## config.mk

```make
export PLATFORM = sky130hd
export DESIGN_NAME = hvps_top
export DESIGN_NICKNAME = d
export VERILOG_FILES = /design/src/inc/hvps_pkg.sv /design/src/hdl/hvps_timer.sv /design/src/hdl/hvps_top.sv
export SDC_FILE = /design/constraint.sdc
export NUM_CORES = 1
export LEC_CHECK = 0
export BUFFER_PORTS_ARGS = -buffer_cell sky130_fd_sc_hd__buf_2
export CELL_PAD_IN_SITES_DETAIL_PLACEMENT = 1
export CELL_PAD_IN_SITES_GLOBAL_PLACEMENT = 2
export CORE_ASPECT_RATIO = 0.7
export CORE_MARGIN = 5
export CORE_UTILIZATION = 40
export CTS_BUF_LIST = sky130_fd_sc_hd__clkbuf_4 sky130_fd_sc_hd__clkbuf_8
export CTS_CLUSTER_DIAMETER = 60
export DETAILED_ROUTE_END_ITERATION = 7
export PLACE_DENSITY = 0.86
export SETUP_SLACK_MARGIN = 0.2
export SLEW_MARGIN = 20
export SYNTH_ARGS = -nofsm -noshare
export SYNTH_HDL_FRONTEND = slang
export SYNTH_SLANG_ARGS = --single-unit
```

## constraint.sdc

```tcl
create_clock -name clock -period 2.8 [get_ports clock]
set_input_delay 0.14 -clock clock [delete_from_list [all_inputs] [get_ports clock]]
set_output_delay 0.14 -clock clock [all_outputs]
set_load 0.05 [all_outputs]
```

## src/inc/hvps_pkg.sv

```systemverilog
// Constants for the high-voltage pin protection and status block.
// Assumes a single 40 MHz system clock and the indirect command/data pair.
package hvps_pkg;

  // ---------------------------------------------------------------
  // Clock and timing
  // ---------------------------------------------------------------
  localparam int  CLK_HZ        = 40_000_000;   // System clock rate
  localparam int  HZ_PER_MHZ    = 1_000_000;    // Unit conversion
  localparam int  LIN_SHORT_US  = 20;           // LIN short must outlast
  localparam int  WAKE_SHORT_US = 400;          // Wake short must outlast
  localparam real WAKE_TOUT_S   = 1.3;          // Wake auto-deassert time
  // "Longer than" the time: one cycle beyond the exact count
  localparam int  LIN_FILT_CYC  =
    LIN_SHORT_US * (CLK_HZ / HZ_PER_MHZ) + 1;
  localparam int  WAKE_FILT_CYC =
    WAKE_SHORT_US * (CLK_HZ / HZ_PER_MHZ) + 1;
  localparam int  WAKE_TOUT_CYC = int'(WAKE_TOUT_S * real'(CLK_HZ));
  localparam int  FILT_W        = 15;           // Holds 16001
  localparam int  TOUT_W        = 26;           // Holds 52 million

  // ---------------------------------------------------------------
  // Command port and register indices
  // ---------------------------------------------------------------
  localparam int       CMD_WR_BIT = 7;          // 1 = write command
  localparam logic [1:0] IDX_BASE = 2'h0;       // hv_base_config
  localparam logic [1:0] IDX_IO   = 2'h1;       // high_voltage_pins_config
  localparam logic [1:0] IDX_STA  = 2'h2;       // hv_irq_status
  localparam logic [1:0] IDX_MON  = 2'h3;       // hv_monitor_reg
  localparam logic [7:0] BASE_RST = 8'h00;      // Reset values
  localparam logic [7:0] IO_RST   = 8'h00;
  localparam logic [7:0] DATA_RST = 8'h00;

  // ---------------------------------------------------------------
  // Field positions
  // ---------------------------------------------------------------
  localparam int  BASE_LIN_LO  = 0;             // LIN mode, two bits
  localparam int  BASE_LIN_HI  = 1;
  localparam int  BASE_LVF_EN  = 2;             // Low voltage flag enable
  localparam int  BASE_PSM_EN  = 3;             // Supply monitor enable
  localparam int  BASE_WAKE_AS = 4;             // Wake assert
  localparam int  BASE_THERM_K = 7;             // 1 = no thermal shutdown
  localparam logic [1:0] LIN_MODE_ON = 2'h2;    // LIN enabled code
  localparam int  IO_PULLUP    = 0;             // Open-circuit pull-up
  localparam int  IO_TOUT_DIS  = 1;             // Timeout counter off
  localparam int  IO_LIN_PASS  = 2;             // Passive LIN protection
  localparam int  IO_REEN      = 3;             // Re-enable pins
  localparam int  IO_RB_EN     = 4;             // Wake read-back enable
  localparam int  IO_VCH_SHORT = 5;             // Voltage channel short
  localparam int  IO_TMON      = 6;             // Temperature monitor
  localparam int  IO_ATTEN     = 7;             // Attenuator and buffer
  localparam int  STA_WSC      = 0;             // Status: wake short
  localparam int  STA_LIN      = 2;             // Status: LIN short
  localparam int  STA_TEMP     = 3;             // Status: over-temp
  localparam int  STA_WAKE     = 4;             // Status: wake edge
  localparam int  STA_PSM      = 5;             // Status: supply low
  localparam int  MON_WSC      = 0;             // Monitor fields
  localparam int  MON_LIN      = 2;
  localparam int  MON_LVF      = 3;
  localparam int  MON_BUF      = 4;
  localparam int  MON_TEMP     = 6;
  localparam int  MON_WAKE     = 7;

endpackage : hvps_pkg

```

## src/hdl/hvps_timer.sv

```systemverilog
// Persistence / timeout counter: fires one pulse after run stays high.
// Assumes run is synchronous to clock; limit is held stable while run.
`timescale 1ns/100ps

module hvps_timer #(
  parameter int W = 16                  // Counter width
) (
  input  wire logic         clock,      // System clock
  input  wire logic         reset_n,    // Synchronous reset, active low
  input  wire logic         run,        // Condition being timed
  input  wire logic [W-1:0] limit,      // Cycles of run before firing
  output logic              done        // One-cycle pulse, registered
);

  // ---------------------------------------------------------------
  // State
  // ---------------------------------------------------------------
  typedef struct packed {
    logic [W-1:0] count;                // Cycles of run seen
    logic         fired;                // Fired once this run
    logic         done;                 // Output pulse
  } hvps_tmr_type;

  hvps_tmr_type st_reg;                 // Registered state
  hvps_tmr_type st_next;                // Next state

  // Count while run; restart whenever run drops
  always_comb begin
    st_next      = st_reg;
    st_next.done = 1'b0;
    if (!run) begin
      st_next.count = '0;
      st_next.fired = 1'b0;
    end else if (!st_reg.fired) begin
      if (st_reg.count == limit - W'(1)) begin
        st_next.fired = 1'b1;           // Fire once, no re-arm in run
        st_next.done  = 1'b1;
      end else begin
        st_next.count = st_reg.count + W'(1);
      end
    end
  end

  // Register the state
  always_ff @(posedge clock) begin
    if (!reset_n) begin
      st_reg <= '0;
    end else begin
      st_reg <= st_next;
    end
  end

  assign done = st_reg.done;

endmodule : hvps_timer

```

## src/hdl/hvps_top.sv

```systemverilog
// High-voltage pin protection, configuration and interrupt status.
// Assumes pin-side inputs are synchronous to clock and the processor
// interrupt enable bit arrives as a plain level.
//
// How it works
// - Read-back enable accepts wake input, edges interrupt
// - Monitor bit 7 shows wake level when enabled
// - Writing IO enable re-enables shorted pins
// - Shorts count only past 20us/400us persistence
// - IO enable also clears thermal wake disable
// - IO enable write clears pending short interrupt
// - Passive LIN mode: flag, interrupt, driver stays
// - Active LIN mode: flag, interrupt, driver off
// - Interrupt source gated by enable bit 16
// - Wake auto-deasserts 1.3s unless timeout disabled
// - Bit 0 drives open-circuit pull-up
// - Clearing short enable removes voltage short
// - Status register read-only, resets to zero
// - Interrupt copies status into data port
// - Status bit 5 unlatched supply low
// - Status bit 4 set by wake edge
// - Status bit 3 set by thermal event
// - Status bit 2 set by LIN short
// - Status bit 0 set by wake short
// - Wake assert bit drives pin high
// - IO enable write clears monitor LIN flag
// - Supply monitor interrupts on low supply
`timescale 1ns/100ps

module hvps_top #(
  parameter int LIN_FILT  = hvps_pkg::LIN_FILT_CYC,   // LIN persistence
  parameter int WAKE_FILT = hvps_pkg::WAKE_FILT_CYC,  // Wake persistence
  parameter int WAKE_TOUT = hvps_pkg::WAKE_TOUT_CYC   // Wake timeout
) (
  input  wire logic       clock,            // 40 MHz system clock
  input  wire logic       reset_n,          // Sync reset, active low
  input  wire logic       cmd_wr,           // Command strobe
  input  wire logic [7:0] cmd_code,         // Bit 7 write, 1:0 index
  input  wire logic       data_wr,          // Data port write strobe
  input  wire logic [7:0] data_wdata,       // Data port write value
  output logic      [7:0] data_rdata,       // Data port contents
  input  wire logic       irq_enable_bit,   // Enable bit for source 3
  output logic            hv_irq_source,    // Interrupt request
  input  wire logic       wake_pin_in,      // Wake pin level
  output logic            wake_pin_out,     // Wake drive value
  output logic            wake_pin_oe,      // Wake drive enable
  output logic            wake_pulldown_en, // Internal pull-down
  output logic            wake_pullup_en,   // Diagnostic pull-up
  output logic            wake_input_en,    // Wake input buffer on
  input  wire logic       lin_short_in,     // LIN short sensed
  input  wire logic       wake_short_in,    // Wake short sensed
  input  wire logic       thermal_in,       // Thermal shutdown sensed
  input  wire logic       supply_low_in,    // Supply below 6.0V
  input  wire logic       low_volt_in,      // Low voltage flag level
  input  wire logic       vbuf_on_in,       // Voltage buffer running
  output logic            lin_drv_en,       // LIN driver enable
  output logic            vch_short_en,     // Voltage channel short
  output logic            atten_en,         // Attenuator enable
  output logic            hv_temp_mon_en,   // HV temperature monitor
  output logic            supply_mon_en     // Supply monitor enable
);

  // ---------------------------------------------------------------
  // State record
  // ---------------------------------------------------------------
  typedef struct packed {
    logic [7:0] base;        // hv_base_config
    logic [7:0] io;          // high_voltage_pins_config
    logic [7:0] data;        // hv_data_port
    logic       st_wake;     // Wake edge seen
    logic       st_temp;     // Thermal event seen
    logic       st_lin;      // LIN short seen
    logic       st_wsc;      // Wake short seen
    logic       lin_off;     // LIN driver forced off
    logic       wake_off;    // Wake driver forced off
    logic       wake_prev;   // Last wake level
    logic       temp_prev;   // Last thermal level
    logic       psm_prev;    // Last qualified supply-low level
    logic       irq;         // Interrupt output
    logic       w_out;       // Wake pin outputs
    logic       w_oe;
    logic       w_pd;
    logic       w_pu;
    logic       w_in;
    logic       lin_en;      // Driver and analog enables
    logic       vsh;
    logic       att;
    logic       tmon;
    logic       supply_monitor;
  } hvps_state_type;

  localparam hvps_state_type RST_STATE = '{
    base: hvps_pkg::BASE_RST,
    io:   hvps_pkg::IO_RST,
    data: hvps_pkg::DATA_RST,
    w_pd: 1'b1,
    default: '0
  };

  hvps_state_type st_reg;    // Registered state
  hvps_state_type st_next;   // Next state

  // ---------------------------------------------------------------
  // Helpers
  // ---------------------------------------------------------------
  logic [1:0] cmd_idx;       // Register selected by command
  logic       cmd_write;     // Write command this cycle
  logic       sta_rd;        // Status read this cycle
  logic       reen;          // Re-enable action
  logic       psm_low;       // Supply low while monitor enabled
  logic       wake_edge;     // Qualified wake transition
  logic       temp_rise;     // New thermal event
  logic       psm_rise;      // New supply-low event
  logic       lin_fire;      // LIN short outlasted filter
  logic       wsc_fire;      // Wake short outlasted filter
  logic       tout_fire;     // Wake timeout elapsed
  logic       irq_evt;       // Any new interrupt event
  logic [7:0] mon_view;      // Monitor register image

  // Status image; reserved bits read as zero
  function automatic logic [7:0] sta_pack(
    input hvps_state_type s,
    input logic           supply_monitor
  );
    logic [7:0] v;
    v                     = '0;
    v[hvps_pkg::STA_PSM]  = supply_monitor;        // Unlatched
    v[hvps_pkg::STA_WAKE] = s.st_wake;
    v[hvps_pkg::STA_TEMP] = s.st_temp;
    v[hvps_pkg::STA_LIN]  = s.st_lin;
    v[hvps_pkg::STA_WSC]  = s.st_wsc;
    return v;
  endfunction : sta_pack

  assign cmd_idx   = cmd_code[1:0];
  assign cmd_write = cmd_wr & cmd_code[hvps_pkg::CMD_WR_BIT];
  assign sta_rd    = cmd_wr & ~cmd_code[hvps_pkg::CMD_WR_BIT]
                     & (cmd_idx == hvps_pkg::IDX_STA);
  // Action comes from the value written, held in the data port
  assign reen      = cmd_write & (cmd_idx == hvps_pkg::IDX_IO)
                     & st_reg.data[hvps_pkg::IO_REEN];
  assign psm_low   = supply_low_in
                     & st_reg.base[hvps_pkg::BASE_PSM_EN];
  assign wake_edge = st_reg.io[hvps_pkg::IO_RB_EN]
                     & (wake_pin_in != st_reg.wake_prev);
  assign temp_rise = thermal_in & ~st_reg.temp_prev;
  assign psm_rise  = psm_low & ~st_reg.psm_prev;
  assign irq_evt   = wake_edge | temp_rise | psm_rise
                     | lin_fire | wsc_fire;

  // Monitor image: live wake level only when read-back is on
  always_comb begin
    mon_view                     = '0;
    mon_view[hvps_pkg::MON_WAKE] = wake_pin_in
                                   & st_reg.io[hvps_pkg::IO_RB_EN];
    mon_view[hvps_pkg::MON_TEMP] = st_reg.st_temp;
    mon_view[hvps_pkg::MON_BUF]  = vbuf_on_in;
    mon_view[hvps_pkg::MON_LVF]  = low_volt_in
                                   & st_reg.base[hvps_pkg::BASE_LVF_EN];
    mon_view[hvps_pkg::MON_LIN]  = st_reg.st_lin;
    mon_view[hvps_pkg::MON_WSC]  = st_reg.st_wsc;
  end

  // ---------------------------------------------------------------
  // Filters and timeout
  // ---------------------------------------------------------------
  // LIN short persistence
  hvps_timer #(.W(hvps_pkg::FILT_W)) u_lin_filt (
    .clock   (clock),
    .reset_n (reset_n),
    .run     (lin_short_in),
    .limit   (hvps_pkg::FILT_W'(LIN_FILT)),
    .done    (lin_fire)
  );

  // Wake short persistence
  hvps_timer #(.W(hvps_pkg::FILT_W)) u_wake_filt (
    .clock   (clock),
    .reset_n (reset_n),
    .run     (wake_short_in),
    .limit   (hvps_pkg::FILT_W'(WAKE_FILT)),
    .done    (wsc_fire)
  );

  // Wake timeout runs only while asserted and not disabled
  hvps_timer #(.W(hvps_pkg::TOUT_W)) u_wake_tout (
    .clock   (clock),
    .reset_n (reset_n),
    .run     (st_reg.base[hvps_pkg::BASE_WAKE_AS]
              & ~st_reg.io[hvps_pkg::IO_TOUT_DIS]),
    .limit   (hvps_pkg::TOUT_W'(WAKE_TOUT)),
    .done    (tout_fire)
  );

  // ---------------------------------------------------------------
  // Next state
  // ---------------------------------------------------------------
  always_comb begin
    st_next = st_reg;
    // Command port; a data write in a command cycle is dropped
    if (cmd_wr) begin
      if (cmd_code[hvps_pkg::CMD_WR_BIT]) begin
        if (cmd_idx == hvps_pkg::IDX_BASE) begin
          st_next.base = st_reg.data;
        end else if (cmd_idx == hvps_pkg::IDX_IO) begin
          st_next.io = st_reg.data;
        end
        // Status and monitor ignore writes
      end else begin
        unique case (cmd_idx)
          hvps_pkg::IDX_BASE: st_next.data = st_reg.base;
          hvps_pkg::IDX_IO:   st_next.data = st_reg.io;
          hvps_pkg::IDX_STA:  st_next.data = sta_pack(st_reg, psm_low);
          hvps_pkg::IDX_MON:  st_next.data = mon_view;
        endcase
      end
    end else if (data_wr) begin
      st_next.data = data_wdata;
    end
    // Clears first, so that a set in the same cycle wins
    if (sta_rd) begin
      st_next.st_wake = 1'b0;
      st_next.st_temp = 1'b0;
    end
    if (reen) begin
      st_next.st_lin   = 1'b0;
      st_next.st_wsc   = 1'b0;
      st_next.lin_off  = 1'b0;
      st_next.wake_off = 1'b0;
    end
    if (wake_edge) begin
      st_next.st_wake = 1'b1;
    end
    if (temp_rise) begin
      st_next.st_temp = 1'b1;
      if (!st_reg.base[hvps_pkg::BASE_THERM_K]) begin
        st_next.wake_off = 1'b1;
      end
    end
    if (lin_fire) begin
      st_next.st_lin = 1'b1;
      // Passive mode keeps the driver on
      if (!st_reg.io[hvps_pkg::IO_LIN_PASS]) begin
        st_next.lin_off = 1'b1;
      end
    end
    if (wsc_fire) begin
      st_next.st_wsc   = 1'b1;
      st_next.wake_off = 1'b1;
    end
    // Timeout beats a same-cycle software write of the assert bit
    if (tout_fire) begin
      st_next.base[hvps_pkg::BASE_WAKE_AS] = 1'b0;
    end
    st_next.wake_prev = wake_pin_in;
    st_next.temp_prev = thermal_in;
    st_next.psm_prev  = psm_low;
    // Snapshot of the updated status on any event
    if (irq_evt) begin
      st_next.data = sta_pack(st_next, psm_low);
    end
    // Level interrupt while any status bit stands
    st_next.irq  = irq_enable_bit & (|sta_pack(st_next, psm_low));
    // Pin and analog controls from the updated configuration
    st_next.w_oe   = st_next.base[hvps_pkg::BASE_WAKE_AS]
                     & ~st_next.wake_off;
    st_next.w_out  = st_next.w_oe;
    st_next.w_pd   = ~st_next.w_oe;
    st_next.w_pu   = st_next.io[hvps_pkg::IO_PULLUP];
    st_next.w_in   = st_next.io[hvps_pkg::IO_RB_EN];
    st_next.lin_en = (st_next.base[hvps_pkg::BASE_LIN_HI:
                                   hvps_pkg::BASE_LIN_LO]
                      == hvps_pkg::LIN_MODE_ON)
                     & ~st_next.lin_off;
    st_next.vsh    = st_next.io[hvps_pkg::IO_VCH_SHORT];
    st_next.att    = st_next.io[hvps_pkg::IO_ATTEN];
    st_next.tmon   = st_next.io[hvps_pkg::IO_TMON];
    st_next.supply_monitor    = st_next.base[hvps_pkg::BASE_PSM_EN];
  end

  // Register the state
  always_ff @(posedge clock) begin
    if (!reset_n) begin
      st_reg <= RST_STATE;
    end else begin
      st_reg <= st_next;
    end
  end

  // ---------------------------------------------------------------
  // Outputs, all straight from the state flops
  // ---------------------------------------------------------------
  assign data_rdata       = st_reg.data;
  assign hv_irq_source    = st_reg.irq;
  assign wake_pin_out     = st_reg.w_out;
  assign wake_pin_oe      = st_reg.w_oe;
  assign wake_pulldown_en = st_reg.w_pd;
  assign wake_pullup_en   = st_reg.w_pu;
  assign wake_input_en    = st_reg.w_in;
  assign lin_drv_en       = st_reg.lin_en;
  assign vch_short_en     = st_reg.vsh;
  assign atten_en         = st_reg.att;
  assign hv_temp_mon_en   = st_reg.tmon;
  assign supply_mon_en    = st_reg.supply_monitor;

  // ---------------------------------------------------------------
  // Checks
  // ---------------------------------------------------------------
  logic [15:0] lin_hi_cnt;  // Consecutive LIN short cycles, saturating

  always_ff @(posedge clock) begin
    if (!reset_n) begin
      lin_hi_cnt <= '0;
    end else if (!lin_short_in) begin
      lin_hi_cnt <= '0;
    end else if (lin_hi_cnt != '1) begin
      lin_hi_cnt <= lin_hi_cnt + 16'h0001;
    end
  end
endmodule : hvps_top

```

Word-level counts from Yosys, hierarchy flattened
Index checks and enable logic that the tools add are counted.
Widths: inputs -> output; s select.
{"block": "totals", "reg_bits": 105, "latch_bits": 0, "ram_bits": 0, "mem_bits_ro": 0, "output_inout_bits": 19, "memories": 0}
{"block": "op_classes", "addsub": 3, "n_mul": 0, "div_mod_pow": 0, "n_lt_le_gt_ge": 0, "eq_ne": 10, "shift": 0, "n_mux": 28, "n_bitwise": 37, "reduce_logical": 18}
{"op": "$mux 8", "n": 5}
{"op": "$pmux 8 s4", "n": 1}
{"op": "$add 15x1->15 const B", "n": 2}
{"op": "$add 26x1->26 const B", "n": 1}
{"op": "$eq 26x26->1 const B", "n": 1}
{"op": "$mux 13", "n": 2}
{"op": "$not 1->1", "n": 18}
{"op": "$reduce_and 2->1", "n": 8}
{"op": "$and 1x1->1", "n": 15}
{"op": "$eq 15x10->1 const B", "n": 1}
{"op": "$eq 15x14->1 const B", "n": 1}
{"op": "$mux 2", "n": 7}
{"op": "$mux 1", "n": 10}
{"op": "$reduce_or 3->1", "n": 3}
{"op": "$eq 2x2->1 const B", "n": 3}
{"op": "$mux 6", "n": 1}
{"op": "$mux 5", "n": 1}
{"op": "$reduce_or 5->1", "n": 1}
{"op": "$mux 4", "n": 1}
{"op": "$or 1x1->1", "n": 4}
{"op": "$reduce_and 4->1", "n": 1}
{"op": "$ne 3x2->1 const B", "n": 1}
{"op": "$reduce_and 3->1", "n": 1}
{"op": "$reduce_bool 3->1", "n": 1}
{"op": "other kinds (6)", "n": 6}

Longest topological paths before layout
{"block": "depth", "ltp_word": 10, "ltp_mapped": 7}

Hierarchy
Synthesis repeated with hierarchy kept, for this count alone.
{"block": "unflattened", "hier_cells": 843, "hier_area_um2": 6927.9}
{"mod": "hvps_timer (u_wake_tout)", "n_inst": 1, "cells_per_inst": 283, "area_each_um2": 2269.7}
{"mod": "hvps_top", "n_inst": 1, "cells_per_inst": 199, "area_each_um2": 1788.0}
{"mod": "hvps_timer (u_lin_filt)", "n_inst": 1, "cells_per_inst": 181, "area_each_um2": 1490.2}
{"mod": "hvps_timer (u_wake_filt)", "n_inst": 1, "cells_per_inst": 180, "area_each_um2": 1380.1}

Worst setup path after synthesis
No wires, ideal clock.
{"block": "synth_path", "path_type": "register to register", "start": "register u_wake_tout.st_reg[2] (netlist name)", "end": "register u_wake_tout.st_reg[18] (netlist name)", "setup_time_ns": 0.070, "t_arrival_ns": 1.719, "required_ns": 2.730, "setup_slack_ns": 1.010, "stages_incl_launch_ff": 7, "path_buffers": 0, "path_cell_list": "dfxtp_1 -> ha_1 -> and2_1 -> and4_4 -> a21o_4 -> or4_1 -> a21oi_1"}
{"block": "synth_between", "elab_chain_cells": 3}
{"element": "start, declared", "line_no": "hvps_timer.sv:24", "text": "hvps_tmr_type st_reg;"}
{"element": "start signal, assigned", "line_no": "hvps_timer.sv:49", "text": "st_reg <= st_next;"}
{"element": "branches (longest 3 deep; another with $add 26x1->26)"}
Several ways; the timed one is not identified.
A chain may end at the register's enable or synchronous reset.

Worst setup path in the final report
Ends and elaborated chain as after synthesis.

==> summary.md <==
| Metric | Value |
|---|---|
| Final hold slack | `0.0220 ns` |
| Clk_lat worst skew | `0.36 ns` |
| Met3 routed WL | `395 µm` |
| WL met2 | `5580 µm` |
| Crit. End Element | `flop` |
| Largest net degree at the start of global routing | `35` |
| HP Class | `input port to flop` |
| Worst slew margin | `55.1%` |
| Synth-to-Final Area Change | `11.5%` |
| Hold_buf cts | `0` |
| Max reg flops | `27` |
| PostCTS Resize Cnt | `0` |
| GR Util All Layers | `17.4%` |
| Final #Nets | `596` |
| Leakage | `0.00187 µW` |
| Die height | `100 µm` |
| Worst EP required | `3.08 ns` |
| Total number of vias | `3934` |
| Sequential fraction of the synthesis area | `42.8%` |
| CP Max Fanout | `19` |
| CTS Root Cell | `clkbuf_8` |
| Layout cells sized above 1 | `13.4%` |
| DP Wirelength | `8720 µm` |
| Setup TNS | `0 ns` |
| Maximum vdd drop | `275 µV` |
| Synth area leader | `dfxtp_1` |
| DRC Markers | `0` |
| Worst Skew | `0.00847 ns` |
| Metal-1 WL | `6000 µm` |
| Post-synth top cells | `99 x dfxtp_1, 72 x nand2_1, 53 x nor2_1` |
| Fmax | `487 MHz` |
| RSZ-0062 raised after global routing | `no` |
| H-tree depth | `3` |
| ANT nets after route | `0` |
| #FFs+latches synth | `99` |
| Psw | `619 µW` |
| Synthesized area | `4630 µm²` |
| Reg power frac | `51.4%` |
| Top cells by area, synth | `dfxtp_1 43%, nand2_1 5.8%, nor2_1 4.3%` |
| Diode count | `0` |
| CTS Buf Count | `9` |
| Synth async-reset ratio | `0%` |
| Num rows | `32` |
| WL per Instance | `16.8 µm` |
| Tmin final | `2.05 ns` |
| DRT Pass-1 Iters | `4` |
| Post-synthesis instance total | `536` |
| Port Buffer Count | `41` |
| Cell Pwr Density | `543 nW/µm²` |
| Number of global-route vias before repair | `4026` |
| Crit Path Category | `flop to flop` |
| Mapped Nets | `569` |
| Status | `complete, no violations` |
| GRT overflow | `0` |
| Final max-slew violation count | `0` |
| Routability cong. | `0.758` |
| Count leader, synth | `dfxtp_1` |
| Initial Utilization | `41.5%` |
| Clk sinks | `99` |
| Max Cap Viol | `0` |
| Post-synth top flop | `dfxtp_1` |
| Clock share of power | `42.6%` |
| Bufs on Longest Clock Path | `2` |
| EDFF count, synth | `0` |
| CTS tree | `yes` |
| Routed WL | `12100 µm` |
| CTS clock-pin slew for the worst setup and hold paths | `0.09 ns` |
| Switching share of total power | `22.1%` |
| Unique masters post-synth | `56` |
| Drt first-iter violations | `152` |
| Die area | `13900 µm²` |
| Worst-Margin Slew | `0.671 ns` |
| Via density per instance | `5.46` |
| First-pass GRT wire length | `20000 µm` |
| Final worst-path cycle share | `73.4%` |
| # Post-CTS Setup Buffers | `0` |
| Ports | `47` |
| Int Power | `2180 µW` |
| Combinational share of power | `6.0%` |
| Yosys warning total | `0` |
| Share of the synthesized area in the top cell type | `42.8%` |
| Startpoint Class | `flop` |
| Die width | `139 µm` |
| Final Setup Violations | `0` |
| Synthesized area per cell | `8.64 µm²` |
| Core ar. | `11200 µm²` |
| Antenna violations before repair | `0` |
| WP data arrival | `2.34 ns` |
| Top sig layer | `met4` |
| Final Hold Fails | `0` |
[kinds of logic after synthesis]
group,after synthesis,share of synthesized area (%)
DFF,99,42.8
adders and majority gates,5,1.35
xor gates and xnor gates,32,6.05
buffers and inverters,41,4.51
AOI/OAI and AO/OA,99,13.6
and+or+nand+nor,250,28.9
muxes,10,2.73
[through the flow]
stage	power [µW]	cell area, µm²	cells	utilization (%)	worst slack [ns]
4_1_cts	2840	5160	721	46.2	0.754
2_1_floorplan	1590	4630	536	-	1.01
3_5_place_dp	1640	4900	705	43.9	0.782
6_report	2800	5160	721	46.2	0.746
3_3_place_gp	1640	4900	705	43.9	0.847
5_1_grt	2910	5160	721	46.2	0.633
[routing by layer]
metal	up-vias	global-route usage, %
li1	1951	-
met2	43	28.6
met3	11	3.95
met4	0	3.42
met1	1929	23.9
met5	-	0
[cell type report]
| type | count | area (µm²) |
|---|---|---|
| Clock inverter | 5 | 125 |
| Tap cell | 153 | 191 |
| Multi-Input combinational cell | 396 | 2440 |
| Inverter | 12 | 45.0 |
| Clock buffer | 11 | 139 |
| Fill cell | 1320 | 6010 |
| Sequential cell | 99 | 1980 |
| Timing Repair Buffer | 45 | 235 |
[critical path, cell delays in order (launching register included)]
cell	delay (ns)
dfxtp_1	0.35
ha_1	0.27
and2_1	0.21
and4_4	0.21
a21o_4	0.29
or4_1	0.49
a21oi_1	0.16
[final timing paths]
check | start | to | slack (ns) | cells past startpoint
setup reg to reg | u_wake_tout.st_reg[2] | u_wake_tout.st_reg[18] | 0.75 | 6
setup / recovery | u_wake_tout.st_reg[2] | u_wake_tout.st_reg[18] | 0.75 | 6
hold / removal | thermal_in | st_reg[12] | 0.02 | 2
hold reg to reg | u_wake_tout.done | st_reg[40] | 0.44 | 1
[power by group through the flow]
stage	combinational [µW]	clock (µW)	sequential, µW
2_1_floorplan	117	0	1470
3_3_place_gp	165	0	1470
3_5_place_dp	167	0	1470
4_1_cts	168	1230	1440
5_1_grt	180	1280	1440
6_report	168	1190	1440
[cells in the final DEF (no fill, tap or decap), types with 11 or more instances in the layout]
master,synthesis,routed
xnor2_1,11,11
inv_1,12,12
o21ai_0,20,20
xor2_1,21,21
nand4_1,13,13
nand3_1,17,17
nor2_1,53,53
or3_1,12,12
a21oi_1,33,33
buf_2,5,41
nand2_1,72,72
dfxtp_1,99,99
a21boi_0,14,14
Power figures use the tool's default switching activity.
